--- src/hdl/cmg_cfg.svh ---
// Fixed address map, field positions and reset values of the mode access guard.
`ifndef CMG_CFG_SVH
`define CMG_CFG_SVH

// Special register addresses that configure the segmentation.
`define CMG_SEG_BASE_LO_ADR 8'hA0
`define CMG_SEG_BASE_HI_ADR 8'hA1
`define CMG_XCHG_CTRL_ADR   8'hA2

// Lowest special register address that belongs to hardware components.
`define CMG_HW_SFR_LO_ADR   8'hC0

// Field position of the exchange area open bit in the exchange control register.
`define CMG_XCHG_OPEN_BIT   0

// Restrictive reset values: a zero table base disables every segment.
`define CMG_SEG_BASE_RST    16'h0000
`define CMG_XCHG_OPEN_RST   1'h0

// Fixed memory partition of the contactless operating system and the shared area.
`define CMG_CL_PART_LO      16'hC000
`define CMG_CL_PART_HI      16'hDFFF
`define CMG_XCHG_LO         16'hE000
`define CMG_XCHG_HI         16'hE0FF

`endif

--- src/hdl/cmg_pkg.sv ---
// Types shared by the mode access guard files.
`default_nettype none
package cmg_pkg;

   // CPU privilege mode presented with every access, one-hot.
   typedef enum logic [4:0] {
      CMG_MODE_BOOT = 5'h01,
      CMG_MODE_TEST = 5'h02,
      CMG_MODE_CL   = 5'h04,
      CMG_MODE_SYS  = 5'h08,
      CMG_MODE_USER = 5'h10
   } cmg_mode_t;

endpackage : cmg_pkg
`default_nettype wire

--- src/hdl/cmg_access_guard.sv ---
// Mode access guard: grants or refuses each mode-tagged CPU access.
//
// Function
// - Boot and test modes exercise the whole device, but may only read the segmentation registers.
// - Contactless mode is confined by the fixed memory partition.
// - Only small shared area is exchanged; system mode controls its opening.
// - System mode writes segmentation registers and may move the table base.
// - User mode has no access to segmentation registers.
// - User mode may write table contents in a segment it may write.
// - Reset clears the table base to zero, disabling all segments.
// - Memory partition is fixed in hardware with no reconfiguration path.
// - No requester can replace the restrictive reset values.
// - User hardware register access follows the executing segment's rights.
// - Segmentation register writes are refused outside system mode.
`include "cmg_cfg.svh"
`default_nettype none
module cmg_access_guard #(
   parameter int ADDR_W = 16
) (
   // Clock and reset.
   input  wire logic             i_clk,
   input  wire logic             i_rstn,
   // Access from the CPU core.
   input  wire logic             i_acc_valid,
   input  wire cmg_pkg::cmg_mode_t i_acc_mode,
   input  wire logic             i_acc_sfr,
   input  wire logic             i_acc_wr,
   input  wire logic [ADDR_W-1:0] i_acc_addr,
   input  wire logic [7:0]       i_acc_wdata,
   // Rights of the executing segment and the contactless firewall.
   input  wire logic             i_seg_rd_ok,
   input  wire logic             i_seg_wr_ok,
   input  wire logic             i_seg_sfr_ok,
   input  wire logic             i_fw_sfr_ok,
   // Verdict.
   output logic                  o_grant,
   output logic                  o_deny,
   output logic                  o_hw_sfr_we,
   output logic                  o_mem_we,
   // Segmentation state.
   output logic [7:0]            o_seg_rdata,
   output logic [15:0]           o_seg_base,
   output logic                  o_segs_enabled,
   output logic                  o_xchg_open
);

   // Elaboration check: the partition constants need a 16-bit address.
   if (ADDR_W != 16) begin : g_addr_check
      $error("cmg_access_guard supports ADDR_W of 16 only.");
   end

   logic m_boot;
   logic m_test;
   logic m_cl;
   logic m_sys;
   logic m_user;
   logic m_priv;
   logic [7:0] sfr_adr;
   logic is_seg_sfr;
   logic is_hw_sfr;
   logic in_cl_part;
   logic in_xchg;
   logic sfr_ok;
   logic mem_ok;
   logic seg_we;
   logic seg_re;
   logic xchg_open;

   // Mode decode.
   // An illegal mode code matches none of these decodes and so earns no rights at all.
   assign m_boot = (i_acc_mode == cmg_pkg::CMG_MODE_BOOT);
   assign m_test = (i_acc_mode == cmg_pkg::CMG_MODE_TEST);
   assign m_cl   = (i_acc_mode == cmg_pkg::CMG_MODE_CL);
   assign m_sys  = (i_acc_mode == cmg_pkg::CMG_MODE_SYS);
   assign m_user = (i_acc_mode == cmg_pkg::CMG_MODE_USER);
   assign m_priv = m_boot || m_test;

   // Special register class decode.
   assign sfr_adr    = i_acc_addr[7:0];
   assign is_seg_sfr = (sfr_adr == `CMG_SEG_BASE_LO_ADR) ||
                       (sfr_adr == `CMG_SEG_BASE_HI_ADR) ||
                       (sfr_adr == `CMG_XCHG_CTRL_ADR);
   assign is_hw_sfr  = (sfr_adr >= `CMG_HW_SFR_LO_ADR);

   // Partition decode from constants only; no register can move it.
   // Moving the partition would need a register, so its bounds are constants by design.
   assign in_cl_part = (i_acc_addr >= `CMG_CL_PART_LO) && (i_acc_addr <= `CMG_CL_PART_HI);
   assign in_xchg    = (i_acc_addr >= `CMG_XCHG_LO) && (i_acc_addr <= `CMG_XCHG_HI);

   // Special register verdict by mode and class.
   // Boot and test may read the segmentation registers; writing them is left to system mode.
   assign sfr_ok = is_seg_sfr ? (m_sys || (m_priv && !i_acc_wr)) :
                   !is_hw_sfr ? (m_priv || m_sys) :
                   (m_priv || m_sys ||
                    (m_user && i_seg_sfr_ok) ||
                    (m_cl && i_fw_sfr_ok));

   // Memory verdict by mode and partition.
   // Segment rights never open the contactless partition to system or user code.
   assign mem_ok = m_priv || m_sys && !in_cl_part ||
                   m_cl && (in_cl_part || (in_xchg && (!i_acc_wr || xchg_open))) ||
                   m_user && !in_cl_part &&
                   (i_acc_wr ? i_seg_wr_ok : i_seg_rd_ok);

   // Verdict for the access presented in this cycle.
   assign o_grant = i_acc_valid && (i_acc_sfr ? sfr_ok : mem_ok);
   assign o_deny  = i_acc_valid && !o_grant;

   // Write strobes reach a target only when granted.
   // Gating every strobe by the grant keeps a refused write from touching any target.
   assign seg_we      = o_grant && i_acc_sfr && i_acc_wr && is_seg_sfr;
   assign seg_re      = o_grant && i_acc_sfr && !i_acc_wr && is_seg_sfr;
   assign o_hw_sfr_we = o_grant && i_acc_sfr && i_acc_wr && !is_seg_sfr;
   assign o_mem_we    = o_grant && !i_acc_sfr && i_acc_wr;

   // Segmentation registers.
   cmg_seg_regs u_regs (
      .i_clk       (i_clk),
      .i_rstn      (i_rstn),
      .i_we        (seg_we),
      .i_waddr     (sfr_adr),
      .i_wdata     (i_acc_wdata),
      .i_re        (seg_re),
      .i_raddr     (sfr_adr),
      .o_seg_base  (o_seg_base),
      .o_xchg_open (xchg_open),
      .o_rdata     (o_seg_rdata)
   );

   // A zero base leaves every segment disabled.
   // Fetch logic must treat a disabled table as holding no executable user segment.
   assign o_segs_enabled = (o_seg_base != 16'h0000);
   assign o_xchg_open    = xchg_open;

   // Assertions.
   user_seg_deny_a: assert property (@(posedge i_clk) disable iff (!i_rstn)
      i_acc_valid && m_user && i_acc_sfr && is_seg_sfr |-> o_deny)
      else $error("User reached a segmentation register.");

   seg_wr_sys_a: assert property (@(posedge i_clk) disable iff (!i_rstn)
      i_acc_valid && !m_sys && i_acc_sfr && i_acc_wr && is_seg_sfr |-> o_deny ##1 $stable(o_seg_base))
      else $error("Segmentation write taken outside system mode.");

   sys_base_move_a: assert property (@(posedge i_clk) disable iff (!i_rstn)
      i_acc_valid && m_sys && i_acc_sfr && i_acc_wr && sfr_adr == `CMG_SEG_BASE_LO_ADR
      |=> o_seg_base[7:0] == $past(i_acc_wdata))
      else $error("System mode could not move the table base.");

   priv_grant_a: assert property (@(posedge i_clk) disable iff (!i_rstn)
      i_acc_valid && m_priv && !(i_acc_sfr && i_acc_wr && is_seg_sfr) |-> o_grant)
      else $error("Boot or test access refused.");

   cl_part_a: assert property (@(posedge i_clk) disable iff (!i_rstn)
      i_acc_valid && !i_acc_sfr && (m_sys || m_user) && in_cl_part |-> o_deny)
      else $error("Contactless partition reached from outside.");

   cl_confine_a: assert property (@(posedge i_clk) disable iff (!i_rstn)
      i_acc_valid && !i_acc_sfr && m_cl && !in_cl_part && !in_xchg |-> o_deny)
      else $error("Contactless mode left its partition.");

   xchg_closed_a: assert property (@(posedge i_clk) disable iff (!i_rstn)
      i_acc_valid && !i_acc_sfr && m_cl && in_xchg && i_acc_wr && !o_xchg_open |-> !o_mem_we)
      else $error("Exchange area written while closed.");

   user_table_wr_a: assert property (@(posedge i_clk) disable iff (!i_rstn)
      i_acc_valid && !i_acc_sfr && m_user && i_acc_wr && !in_cl_part && i_seg_wr_ok
      |-> o_mem_we)
      else $error("Write-permitted user write refused.");

   user_hw_a: assert property (@(posedge i_clk) disable iff (!i_rstn)
      i_acc_valid && m_user && i_acc_sfr && is_hw_sfr |-> o_grant == i_seg_sfr_ok)
      else $error("User hardware register access ignores segment rights.");

   deny_no_we_a: assert property (@(posedge i_clk) disable iff (!i_rstn)
      o_deny |-> !o_hw_sfr_we && !o_mem_we ##1 $stable(o_seg_base))
      else $error("Denied write reached a target.");

   reset_base_a: assert property (@(posedge i_clk)
      $rose(i_rstn) |-> o_seg_base == `CMG_SEG_BASE_RST && !o_segs_enabled)
      else $error("Table base not cleared by reset.");

   // Contactless isolation, exchange control, table base high-byte move and register read-back.
   cl_seg_deny_a: assert property (@(posedge i_clk) disable iff (!i_rstn)
      i_acc_valid && m_cl && i_acc_sfr && is_seg_sfr |-> o_deny)
      else $error("Contactless mode reached a segmentation register.");

   cl_hw_fw_a: assert property (@(posedge i_clk) disable iff (!i_rstn)
      i_acc_valid && m_cl && i_acc_sfr && is_hw_sfr |-> o_grant == i_fw_sfr_ok)
      else $error("Contactless hardware register access ignores the firewall.");

   xchg_ctrl_sys_a: assert property (@(posedge i_clk) disable iff (!i_rstn)
      i_acc_valid && !m_sys && i_acc_sfr && i_acc_wr && sfr_adr == `CMG_XCHG_CTRL_ADR
      |=> $stable(o_xchg_open))
      else $error("Exchange area control changed outside system mode.");

   sys_hi_move_a: assert property (@(posedge i_clk) disable iff (!i_rstn)
      i_acc_valid && m_sys && i_acc_sfr && i_acc_wr && sfr_adr == `CMG_SEG_BASE_HI_ADR
      |=> o_seg_base[15:8] == $past(i_acc_wdata))
      else $error("System mode could not move the table base high byte.");

   seg_rd_lo_a: assert property (@(posedge i_clk) disable iff (!i_rstn)
      seg_re && sfr_adr == `CMG_SEG_BASE_LO_ADR |=> o_seg_rdata == $past(o_seg_base[7:0]))
      else $error("Table base low byte read back wrong.");

   seg_rd_hi_a: assert property (@(posedge i_clk) disable iff (!i_rstn)
      seg_re && sfr_adr == `CMG_SEG_BASE_HI_ADR |=> o_seg_rdata == $past(o_seg_base[15:8]))
      else $error("Table base high byte read back wrong.");

   reset_xchg_a: assert property (@(posedge i_clk)
      $rose(i_rstn) |-> o_xchg_open == `CMG_XCHG_OPEN_RST)
      else $error("Exchange area not closed by reset.");

   // Main scenarios.
   sys_move_c: cover property (@(posedge i_clk) disable iff (!i_rstn) seg_we && m_sys);
   user_deny_c: cover property (@(posedge i_clk) disable iff (!i_rstn) o_deny && m_user);
   cl_xchg_c: cover property (@(posedge i_clk) disable iff (!i_rstn)
      o_mem_we && m_cl && in_xchg);
   priv_cfg_c: cover property (@(posedge i_clk) disable iff (!i_rstn)
      o_grant && m_priv && i_acc_sfr);
   user_hw_c: cover property (@(posedge i_clk) disable iff (!i_rstn)
      o_hw_sfr_we && m_user);

endmodule : cmg_access_guard
`default_nettype wire

--- src/hdl/cmg_seg_regs.sv ---
// Segmentation configuration registers: segment table base and exchange area control.
`include "cmg_cfg.svh"
`default_nettype none
module cmg_seg_regs (
   // Clock and reset.
   input  wire logic        i_clk,
   input  wire logic        i_rstn,
   // Gated write port.
   input  wire logic        i_we,
   input  wire logic [7:0]  i_waddr,
   input  wire logic [7:0]  i_wdata,
   // Gated read port.
   input  wire logic        i_re,
   input  wire logic [7:0]  i_raddr,
   // Register contents.
   output logic      [15:0] o_seg_base,
   output logic             o_xchg_open,
   output logic      [7:0]  o_rdata
);

   logic [15:0] base_q;
   logic        xchg_q;
   logic [7:0]  rdata_q;
   logic [7:0]  rdata_d;
   logic        wr_lo;
   logic        wr_hi;
   logic        wr_xc;

   // Write decode; the set of registers is fixed, nothing else can be created.
   assign wr_lo = i_we && (i_waddr == `CMG_SEG_BASE_LO_ADR);
   assign wr_hi = i_we && (i_waddr == `CMG_SEG_BASE_HI_ADR);
   assign wr_xc = i_we && (i_waddr == `CMG_XCHG_CTRL_ADR);

   // Read selection; unmapped addresses read as zero.
   assign rdata_d = (i_raddr == `CMG_SEG_BASE_LO_ADR) ? base_q[7:0]  :
                    (i_raddr == `CMG_SEG_BASE_HI_ADR) ? base_q[15:8] :
                    (i_raddr == `CMG_XCHG_CTRL_ADR)   ? {7'h00, xchg_q} : 8'h00;

   // Registers reset only to their fixed restrictive values.
   always_ff @(posedge i_clk or negedge i_rstn) begin
      if (!i_rstn) begin
         base_q  <= `CMG_SEG_BASE_RST;
         xchg_q  <= `CMG_XCHG_OPEN_RST;
         rdata_q <= 8'h00;
      end else begin
         if (wr_lo) base_q[7:0]  <= i_wdata;
         if (wr_hi) base_q[15:8] <= i_wdata;
         if (wr_xc) xchg_q       <= i_wdata[`CMG_XCHG_OPEN_BIT];
         if (i_re)  rdata_q      <= rdata_d;
      end
   end

   assign o_seg_base  = base_q;
   assign o_xchg_open = xchg_q;
   assign o_rdata     = rdata_q;

   // Base register holds whenever no write is steered to it.
   base_hold_a: assert property (@(posedge i_clk) disable iff (!i_rstn)
      !wr_lo && !wr_hi |=> $stable(base_q)) else $error("Base changed without write.");

endmodule : cmg_seg_regs
`default_nettype wire

--- config.mk ---
export PLATFORM = sky130hd
export DESIGN_NAME = cmg_access_guard
export DESIGN_NICKNAME = d
export VERILOG_FILES = /design/src/hdl/cmg_pkg.sv /design/src/hdl/cmg_access_guard.sv /design/src/hdl/cmg_seg_regs.sv
export VERILOG_INCLUDE_DIRS = /design/src /design/src/hdl
export SDC_FILE = /design/constraint.sdc
export NUM_CORES = 1
export LEC_CHECK = 0
export BUFFER_PORTS_ARGS = -buffer_cell sky130_fd_sc_hd__buf_2
export CORE_MARGIN = 1.5
export CORE_UTILIZATION = 45
export CTS_CLUSTER_SIZE = 8
export DETAILED_ROUTE_END_ITERATION = 10
export GPL_TIMING_DRIVEN = 0
export MAX_ROUTING_LAYER = met4
export PLACE_DENSITY = 0.85
export RECOVER_POWER = 25
export SYNTH_ARGS = -nofsm -noshare
export SYNTH_HDL_FRONTEND = slang
export SYNTH_HIERARCHICAL = 1
export SYNTH_SLANG_ARGS = --single-unit
--- constraint.sdc ---
create_clock -name i_clk -period 1.5 [get_ports i_clk]
set_clock_uncertainty 0.05 [all_clocks]
set_input_delay 0.075 -clock i_clk [delete_from_list [all_inputs] [get_ports i_clk]]
set_output_delay 0.075 -clock i_clk [all_outputs]
set_load 0.1 [all_outputs]
* Yosys cells after proc, flatten, opt, wreduce, memory -nomap -nowiden
Cells that the tools add are included.
** Operators by class
- Order comparisons :: 5
- Mux-type cells :: 7
- Reductions and logical operators :: 41
- Eq/ne operators :: 8
** Operator list (count)
- greater-or-equal comparator 16 bit, second input constant :: 2
- <= comparator 16 bit, second input constant :: 2
- equality test 8 bit, second input constant :: 3
- logical AND 1 bit :: 23
- two-way mux 8 bit :: 2
- nonzero test 16 bit :: 1
- logical OR 1 bit :: 12
- greater-or-equal comparator 8 bit, second input constant :: 1
- equality test 5 x 1 -> 1 bit, second input constant :: 1
- equality test 5 x 2 -> 1 bit, second input constant :: 1
- equality test 5 x 3 -> 1 bit, second input constant :: 1
- equality test 5 x 4 -> 1 bit, second input constant :: 1
- equality test 5 bit, second input constant :: 1
- zero test 1 bit :: 5
- two-way mux 1 bit :: 5
** Word-level totals
- Output and inout port bits :: 30
- Logic and storage cells :: 65
- Input port bits :: 38
- Flip-flop bits (word level) :: 25

* Longest topological paths before layout
Gate-level depths: netlist of run 1.
- Depth after elaboration :: 13
- Mapped depth :: 9
- Mapped depth without buffers :: 8

* Cells and area by module
The synthesis of run 1 kept the hierarchy.
** By module, submodules not included
- cmg_seg_regs :: seq. area each 625.6 um^2, cells each 80, times used 1, area each 1107.3 um^2
- cmg_access_guard :: seq. area each 0.0 um^2, cells each 42, times used 1, area each 307.8 um^2

* Worst setup path before layout of run 1
Ideal clock, no wire load.
- Path kind :: reg2out
- Start point :: register u_regs.xchg_q, in the netlist u_regs/o_xchg_open
- End point :: output o_mem_we
- Slack :: -1.860 ns
- Cell stages (with the launch flop) :: 6
- Data arrival time :: 3.235 ns
- Path buffers :: 0
- Data required time :: 1.375 ns
- Cells stage by stage :: dfrtp_1 nor2b_1 o31ai_1 and3_1 nor4_1 nor4b_2
** On the way
- Cells in the longest elaborated chain, start to end :: 10
** RTL lines
- from (decl) :: RTL line cmg_seg_regs.sv:22 : logic xchg_q;
- from (signal assigned) :: RTL line cmg_seg_regs.sv:43 : xchg_q <= `CMG_XCHG_OPEN_RST;
- from (signal assigned) :: RTL line cmg_seg_regs.sv:48 : if (wr_xc) xchg_q <= i_wdata[`CMG_XCHG_OPEN_BIT];
- logical OR 1 bit :: RTL line cmg_access_guard.sv:101 : m_cl && (in_cl_part || (in_xchg && (!i_acc_wr || xchg_open))) ||
- logical AND 1 bit :: RTL line cmg_access_guard.sv:101
- logical OR 1 bit :: RTL line cmg_access_guard.sv:101
- logical AND 1 bit :: RTL line cmg_access_guard.sv:101
- logical OR 1 bit :: RTL line cmg_access_guard.sv:100 : assign mem_ok = m_priv || m_sys && !in_cl_part ||
- logical OR 1 bit :: RTL line cmg_access_guard.sv:101
- two-way mux 1 bit :: RTL line cmg_access_guard.sv:106 : assign o_grant = i_acc_valid && (i_acc_sfr ? sfr_ok : mem_ok);
- logical AND 1 bit :: RTL line cmg_access_guard.sv:106
- logical AND 1 bit (2 in series) :: RTL line cmg_access_guard.sv:114 : assign o_mem_we = o_grant && !i_acc_sfr && i_acc_wr;
- to (decl) :: RTL line cmg_access_guard.sv:39 : output logic o_mem_we,
Every way passes these cells.

* Final worst setup path of run 1
Ends and elaborated chain as after synthesis.

==> results of run 1 <==
[metal layers]
layer / wire [microns] / GRT usage
met5: 0 / -
met4: 145 / 0.201
met3: 203 / 0.0568
met2: 2890 / 0.529
met1: 2040 / 0.335
[kinds of logic after synthesis]
group           share of synthesized area
buf+inv                            0.0318
compound gates                     0.0840
flops                               0.442
xor+xnor                          0.00619
simple gates                        0.236
mux                                 0.200
[power breakdown]
group	switching (mW)	leakage (nW)	internal (mW)
clock	0.207	0.0139	0.102
sequential	0.00609	0.279	0.683
combinational	0.256	0.928	0.167
[stage by stage]
step | cell area [sq um] | setup TNS, ns | power [mW]
final | 2600 | -6.84 | 1.42
after global routing | 2600 | -8.83 | 1.47
after CTS | 2480 | -5.85 | 1.39
after detailed placement | 1990 | -22.43 | 1.00
after global placement | 1990 | -21.31 | 0.995
after floorplan | 1600 | -13.89 | 0.887
[final cells by class]
class,instances,area share
multi-input cells,85,0.406
plain buffers,1,0.00144
inverters,10,0.0144
clock inverters,1,0.00289
flip-flops and latches,25,0.255
well taps,44,0.0212
clock buffers,3,0.00867
repair buffers,100,0.291
[what timing repair did]
item                                    4_1_cts  5_1_grt
setup buffers                                17        9
pin swaps                                    23       19
endpoints found under the hold margin        42        0
endpoints found under the setup margin       30       30
resized for setup                            54       15
hold buffers                                  9        0
[cell usage after synthesis (2+ instances only)]
cell type  count
nor4b_2        2
nor4_1         6
and3_1         2
nor3_1         3
nor3b_1        3
o21a_1         2
mux2_2        17
nand2_1        3
nor2_1         4
nand4_1        2
dfrtp_1       25
mux2i_1        8
inv_1         10
o22ai_1        7
nor2b_1        2
nand3b_1       3
and3b_1        2
nand3_1        3
nor4_4         2
clkbuf_1       2
[sequential cells by signal, indices dropped and copies added (netlist names)]
name	cells
u_regs/o_rdata	8
u_regs/o_seg_base	16
u_regs/o_xchg_open	1
[tightest hold or removal path, cell delays in order]
cell and delay (ns):
buf_8 0.08, nor3b_1 0.07, nand2_2 0.09, o22ai_2 0.06
[worst paths after layout]
check / to / slack (ns) / depth (start not counted)
setup / recovery: o_mem_we / -0.58 / 7
hold / removal: u_regs/o_rdata[0] / 0.04 / 4
setup reg to reg: u_regs/o_rdata[0] / 0.34 / 4
hold reg to reg: u_regs/o_rdata[2] / 0.50 / 2
max in group asynchronous: u_regs/o_xchg_open / 0.69 / 2
min in group asynchronous: u_regs/o_rdata[3] / 0.25 / 2
[cells in the final DEF (no fill, tap or decap), types with 3 or more instances in the layout]
| cell type | instances |
|---|---|
| nor4_4 | 6 |
| buf_2 | 54 |
| buf_4 | 22 |
| dfrtp_2 | 11 |
| nor4b_4 | 3 |
| buf_6 | 4 |
| nor3_4 | 3 |
| buf_12 | 6 |
| mux2_4 | 17 |
| o22ai_1 | 5 |
| clkbuf_4 | 3 |
| dlygate4sd3_1 | 9 |
| mux2i_1 | 8 |
| nor2_1 | 3 |
| inv_1 | 10 |
| nand3b_1 | 3 |
| dfrtp_4 | 6 |
| buf_8 | 4 |
| nor4_2 | 3 |
| dfrtp_1 | 8 |
==> run metrics, run 1 <==
final wirelength=5.28 mm; CTS tree=done; Synth area leaders=dfrtp_1, mux2_2, mux2i_1, o22ai_1, nor4_4; Tcrit/Tclk final=1.39; fin. max-slew vios=0; CP Max Fanout=3; area delta synth->final=83.6%; Pwr per Cell Area=approximately 550 nW/um^2; Max-slew headroom=0.590; Placed Cells=233; Buf+Inv Stages, Crit Path=2; Non-Filler Instances=269; reg-to-reg startpoint=u_regs/o_xchg_open; GRT Residual Overflow=0; vias in the first global route=roughly 1600; fmax=481 MHz; Critical Path Start=u_regs/o_xchg_open; Max Cap Viol=0; All-Layer GR Usage=0.313; leakage=1.22 nW; routed len/inst=19.6 microns; crit-path leading delay family=simple AND/OR/NAND/NOR gates; Period minus WS final=roughly 2.1 ns; Die Footprint=3490 sq um; DR vias=1516; I/O Pins=68; register area share after synthesis=0.442; # nets final=roughly 260; CP Class=reg2out; crit start category=register; Mapped Cells=122; most area-hungry cell type in the Yosys netlist=dfrtp_1; Diodes inserted=0; Avg Vias per Cell=about 5.6; EDFF count, synth=0; worst path arrival time=1.95 ns; Final Core Density=0.858; worst hold path type=in2reg; ys flop type=dfrtp_1; Worst path slowest cell=dfrtp_4; DP Worst Slack=-0.949 ns; area of the multi-input gates=1050 sq um; CTS Buffer Depth=2; largest net degree at the start of global routing=26; Worst Max-Slew Pin Slew=0.615 ns; first-pass GRT wire length=7.67 mm; PortBufs=67; num rows=20; Worst-path clk slew=0.14 ns; Final GP Congestion=0.838; Yosys warnings=6; DRT Pass-1 Iters=5; initial antenna violation count=0; syn_nets=between 150 and 200; Die Y-Extent=59.1 microns; Die W=59.1 microns; CTS Sinks=25; final hold viol count=0; crit path capture type=output pin; CP required=1.37 ns; slack of the critical path=-0.580 ns; CP peak stage delay=between 0.4 and 0.5 ns; total CTS buffers=3; #FFs+latches synth=25; # setup viols final=30; RSZ-0062 raised after global routing=true; critical-path cell list=nor2b_2, o31ai_1, and3_4, nor4_4, buf_4, nor4b_4, buf_6; layout cells sized above 1=0.716; Mapped Area=approximately 1400 sq um; initial DRC count=72; starting density of the core=0.467; post-synth cell types=34; Fin Hold WS=0.0426 ns; hpwl dp=2.76 mm; Core Region=a little over 3000 sq um; syn_area_per_cell=~12 sq um; Reg area=662 sq um; failing checks=setup timing; root buffer cell=clkbuf_4; # DRC=0; Synth top area share=0.442; HP Start=i_acc_addr[4]; worst vdd ir=0.000505 V; clk_lat worst skew=0.32 ns; status=finished with violations; Layout fillers=approximately 140; DRT antenna net count=0; fraction of registers with async set/reset=1.00; H-tree levels=1
Note: power is estimated with default switching activity, not from simulation.
==> run 2: changes to the inputs <==
TNS_END_PERCENT = 20   (was not set)
==> run 2 against run 1 <==
Against the previous run:
- routed wire length is 14% lower
- flip-flop and latch count is the same
- largest power group unchanged
- the run still ends with setup timing left
- non-clock buffer count shrank 10
- critical path type unchanged
- maximum frequency up 2.0%
- register-to-register slack gained 0.04 ns
==> run metrics, run 2 (synthesis results as in run 1) <==
total CTS buffers=3; reg2reg end=u_regs/o_rdata[0]; internal power=0.937 mW; Die Y-Extent=about 60 microns; Final Core Density=0.794; sequential power share=0.500; most frequent cells in the layout=buf_2, buf_4, mux2_4, dfrtp_2, inv_1; DP Worst Slack=-0.895 ns; Core Region=3030 sq um; worst path arrival time=~1.9 ns; root buffer cell=clkbuf_4; Clock power frac=0.215; initial antenna violation count=0; vias in the first global route=1377; CP Max Fanout=3; first-pass GRT wire length=6.49 mm; Final GP Congestion=between 0.8 and 0.9; CTS Sinks=25; Worst Max-Slew Pin Slew=0.594 ns; All-Layer GR Usage=0.252; DRT antenna net count=0; CP endpoint=o_mem_we; most common cell after layout, fill and taps aside=buf_2; Tcrit/Tclk final=1.36; crit-path leading delay family=simple AND/OR/NAND/NOR gates; num rows=20; leakage=1.14 nW; CP Class=reg2out; R2R depth=4; Combinational Power Share=0.284; final hold viol count=0; Pwr per Cell Area=around 570 nW/um^2; Die Footprint=3490 sq um; number of stages on the worst setup path=7; sw frac=0.319; critical-path cell list=nor2b_1, o31ai_1, and3_1, nor4_4, buf_4, nor4b_4, buf_6; fmax=491 MHz; # DRC=0; final wirelength=4.56 mm; setup slack, reg-to-reg=about 0.38 ns; DR vias=1416; CP required=1.37 ns; Worst path slowest cell=dfrtp_4; reg-to-reg startpoint=u_regs/o_xchg_open; crit path capture type=output pin; PortBufs=67; failing checks=setup timing; slack of the critical path=-0.538 ns; largest net degree at the start of global routing=26; crit start category=register; Buf+Inv Stages, Crit Path=2; final instance area=2400 sq um; Max Cap Viol=0; CTS Buffer Depth=2; H-tree levels=1; # setup viols final=30; CTS tree=done; CP peak stage delay=0.43 ns; routed len/inst=17.6 microns; GRT Residual Overflow=0; I/O Pins=a little under 70; Layout fillers=184; Worst-path clk slew=0.14 ns; Period minus WS final=2.04 ns; Die W=59.1 microns; Diodes inserted=0; # nets final=254; max FFs per register=16; initial DRC count=62; NetSw=roughly 0.44 mW; Avg Vias per Cell=around 5.5; Placement Cell Area=1930 sq um; fin. max-slew vios=0; Max-slew headroom=0.604; RSZ-0062 raised after global routing=true; status=finished with violations; Critical Path Start=u_regs/o_xchg_open; layout cells sized above 1=0.670; starting density of the core=0.467; worst vdd ir=about 0.00050 V; area delta synth->final=69.9%; DRT Pass-1 Iters=4; worst hold path type=in2reg; clk_lat worst skew=0.32 ns; Fin Hold WS=0.0374 ns
[run 2: changes by cell type in the layout (fill, tap and decap cells not counted), sizes merged]
cell / change
clkinv: +1
buf: -10
clkinvlp: -1
[run 2: final cells by class]
cell class,count,area (sq um),share of cell area
timing repair buffer,89,637,0.265
clock buffer,3,22.5,0.00937
sequential,25,662,0.275
inverter,10,37.5,0.0156
tap,44,55.1,0.0229
clock inverter,1,5.00,0.00208
multi-input combinational,85,975,0.405
buffer,2,11.3,0.00468
[run 2: power by group through the flow]
stage	registers, mW	logic [mW]	clock network, mW
after CTS	0.688	0.364	0.296
after floorplan	0.770	0.116	0
final	0.689	0.391	0.296
after detailed placement	0.702	0.301	0
after global routing	0.690	0.410	0.328
after global placement	0.702	0.292	0
[run 2: worst min-delay path by stage]
stage                                 to  cells after the start  slack [ns]           from
CTS                    u_regs/o_rdata[6]                      2        0.06  i_acc_addr[1]
global route           u_regs/o_rdata[0]                      4        0.04  i_acc_addr[3]
global placement    u_regs/o_seg_base[2]                      1        0.02         i_rstn
floorplan              u_regs/o_rdata[0]                      0       -0.27         i_rstn
detailed placement     u_regs/o_rdata[4]                      1        0.03         i_rstn
finish                 u_regs/o_rdata[0]                      4        0.04  i_acc_addr[3]
[run 2: tightest hold or removal path, cell delays in order]
cell and delay, ns:
buf_8 0.08, nor3b_1 0.06, nand2_1 0.10, o22ai_1 0.07
[run 2: per-stage QoR]
step | power [mW] | setup TNS [ns] | instances
2_1_floorplan | 0.886 | -12.23 | 122
4_1_cts | 1.35 | -11.55 | 253
3_5_place_dp | 1.00 | -21.88 | 233
6_report | 1.38 | -9.05 | 259
3_3_place_gp | 0.994 | -19.97 | 233
5_1_grt | 1.43 | -10.50 | 259
[run 2: routing by layer]
metal	vias to the layer above	GRT usage	part of all wire
met5	-	-	0
met4	0	0.0714	0.015
met3	10	0.0349	0.044
met2	56	0.440	0.55
met1	698	0.302	0.40
li1	652	-	-
[run 2: what timing repair did]
item,4_1_cts,5_1_grt
endpoints found under the hold margin,42,0
endpoints found under the setup margin,30,30
resized for setup,27,39
setup buffers,7,6
pin swaps,18,13
hold buffers,9,0
==> run 3: changes to the inputs <==
ABC_AREA = 1   (was not set)
PLACE_DENSITY = 0.83   (was 0.85)
==> run 3 against run 2 <==
Against the previous run:
- the flow still finishes with violations (setup timing)
- combinational power is 35% lower
- clock power is 6.8% higher
- routed wire length is 12% lower
- setup slack better by 0.37 ns
- area after synthesis is 12% higher
- synthesized cell count is 84% higher
- sequential power is 2% lower
- final cell count is 36% higher
- count of clock-buffer cells in the layout stayed put
- critical endpoint is now o_grant
==> run metrics, run 3 <==
status=finished with violations; failing checks=setup timing; Max-slew headroom=0.596; most common cell after layout, fill and taps aside=nand2_1; Worst Max-Slew Pin Slew=around 0.6 ns; total CTS buffers=3; max FFs per register=16; area delta synth->final=42.9%; setup TNS=-0.662 ns; Die Footprint=between 3000 and 4000 sq um; vias in the first global route=1649; CP peak stage delay=0.44 ns; num rows=21; final wirelength=3.99 mm; GR peak layer=met2; CTS Buffer Depth=2; met2 usage=0.389; worst vdd ir=between 0.0005 and 0.0006 V; Die Y-Extent=62.3 microns; worst hold path type=in2reg; DR vias=1674; crit start category=register; DP Worst Slack=-0.371 ns; Combinational Power Share=0.205; Synth top cells by count=nand2_1, inv_1, dfrtp_1; H-tree levels=1; # DRC=0; Worst path slowest cell=dfrtp_2; register area share after synthesis=0.395; internal power=between 0.8 and 0.9 mW; #FFs+latches synth=25; hpwl dp=3.02 mm; CP Class=reg2out; GR Util met1=0.288; CTS tree=done; Placed Cells=337; RSZ-0062 raised after global routing=true; Final GP Congestion=roughly 0.80; routed len/inst=11.4 microns; Yosys warnings=6; fmax=between 500 and 600 MHz; root buffer cell=clkbuf_4; worst path arrival time=1.55 ns; # nets final=344; clk_lat worst skew=0.32 ns; Mapped Area=roughly 1600 sq um; I/O Pins=68; Mapped Cells=224; EDFF count, synth=0; largest net degree at the start of global routing=26; most frequent CP cell=nand2_1; final instance area=roughly 2300 sq um; fin. max-slew vios=0; Synth top area share=0.395; Tcrit/Tclk final=1.11; Clock power frac=0.254; count leader, synth=nand2_1; PortBufs=67; Period minus WS final=~1.7 ns; Core Region=about 3400 sq um; Non-Filler Instances=351; first-pass GRT wire length=between 7 and 8 mm; Die W=62.3 microns; Placement Cell Area=roughly 2000 sq um; DRT Pass-1 Iters=4; Worst-path clk slew=0.14 ns; initial DRC count=91; Pwr per Cell Area=551 nW/um^2; fraction of registers with async set/reset=1.00; most area-hungry cell type in the Yosys netlist=dfrtp_1; CP Max Fanout=2; syn_area_per_cell=7.07 sq um; NetSw=0.369 mW; CP required=1.37 ns; All-Layer GR Usage=0.230; sw frac=0.296; crit path capture type=output pin; sequential power share=0.541; final hold viol count=0; Avg Vias per Cell=approximately 4.8; post-synth cell types=22; layout cells sized above 1=0.400; Max Cap Viol=0; GRT Residual Overflow=0; CTS Sinks=25; Synth area leaders=dfrtp_1, nand2_1, nand3_1, inv_1, o21ai_2; initial antenna violation count=0; critical-path cell list=inv_2, nand2_1, nand2_1, o21ai_1, nand2_1, nand3_4, nand3_4, clkinvlp_4, buf_12; Pwr Total=about 1.2 mW; leakage=roughly 1.3 nW; syn_nets=262; met3 usage=0.0290; starting density of the core=0.471; DRT antenna net count=0; # setup viols final=6; slack of the critical path=-0.171 ns; Diodes inserted=0; most frequent cells in the layout=nand2_1, buf_2, inv_1, nand3_1, nor2_1; ys flop type=dfrtp_1
run 3: cell count changes after synthesis, moves of 14 or more:
cell	change
mux2_2	-17
inv_1	+21
nand2_1	+76
nand3_1	+21
nor2_1	+14
run 3: through the flow:
stage / hold slack [ns] / util
after floorplan: -0.271 / -
after global placement: 0.0333 / 0.604
after detailed placement: 0.0374 / 0.604
after CTS: 0.0692 / 0.664
after global routing: 0.0905 / 0.673
final: 0.0794 / 0.673
run 3: power by group through the flow:
stage / Sequential (mW) / Combinational (mW) / Clock (mW)
3_3_place_gp: 0.687 / 0.210 / 0
4_1_cts: 0.674 / 0.253 / 0.318
2_1_floorplan: 0.688 / 0.123 / 0
6_report: 0.674 / 0.256 / 0.316
3_5_place_dp: 0.687 / 0.216 / 0
5_1_grt: 0.674 / 0.284 / 0.351
run 3: what timing repair did:
item | CTS | global route
hold buffers | 9 | 0
pin swaps | 4 | 3
buffers inserted | 1 | 0
endpoints found under the hold margin | 41 | 0
endpoints found under the setup margin | 8 | 29
gates resized for setup | 20 | 7
run 3: final timing paths:
path | start | slack [ns] | depth (start not counted) | to
max in group asynchronous | i_rstn | 0.73 | 2 | u_regs/o_seg_base[9]
min in group asynchronous | i_rstn | 0.22 | 2 | u_regs/o_rdata[6]
min reg2reg | u_regs/o_rdata[6] | 0.44 | 2 | u_regs/o_rdata[6]
min | i_acc_addr[4] | 0.08 | 4 | u_regs/o_xchg_open
max | u_regs/o_xchg_open | -0.17 | 9 | o_grant
max reg2reg | u_regs/o_xchg_open | 0.43 | 7 | u_regs/o_rdata[0]
run 3: metal layers:
metal,vias up,share of wire
met2,52,0.49
met1,744,0.45
met4,0,0.016
met5,-,0
met3,6,0.052
li1,872,-
run 3: final cells by class:
cell class / instances / area, sq um
Fill cell: 320 / 1100
Multi-Input combinational cell: 163 / 866
Sequential cell: 25 / 659
Timing Repair Buffer: 77 / 487
Inverter: 32 / 124
Tap cell: 46 / 57.6
Buffer: 4 / 38.8
Clock buffer: 3 / 22.5
Clock inverter: 1 / 7.51
run 3: cells by family after synthesis:
family                 synth area share
AND/OR/NAND/NOR                   0.421
AO/OA/AOI/OAI                    0.0846
buffers and inverters            0.0996
flip-flops                        0.395
run 3: critical path, delay by kind of cell, from the launching register on:
kind	cells	cell delay [ns]
buffers and inverters	3	0.31
AO/OA/AOI/OAI	1	0.05
flip-flops	1	0.44
AND/OR/NAND/NOR	5	0.43
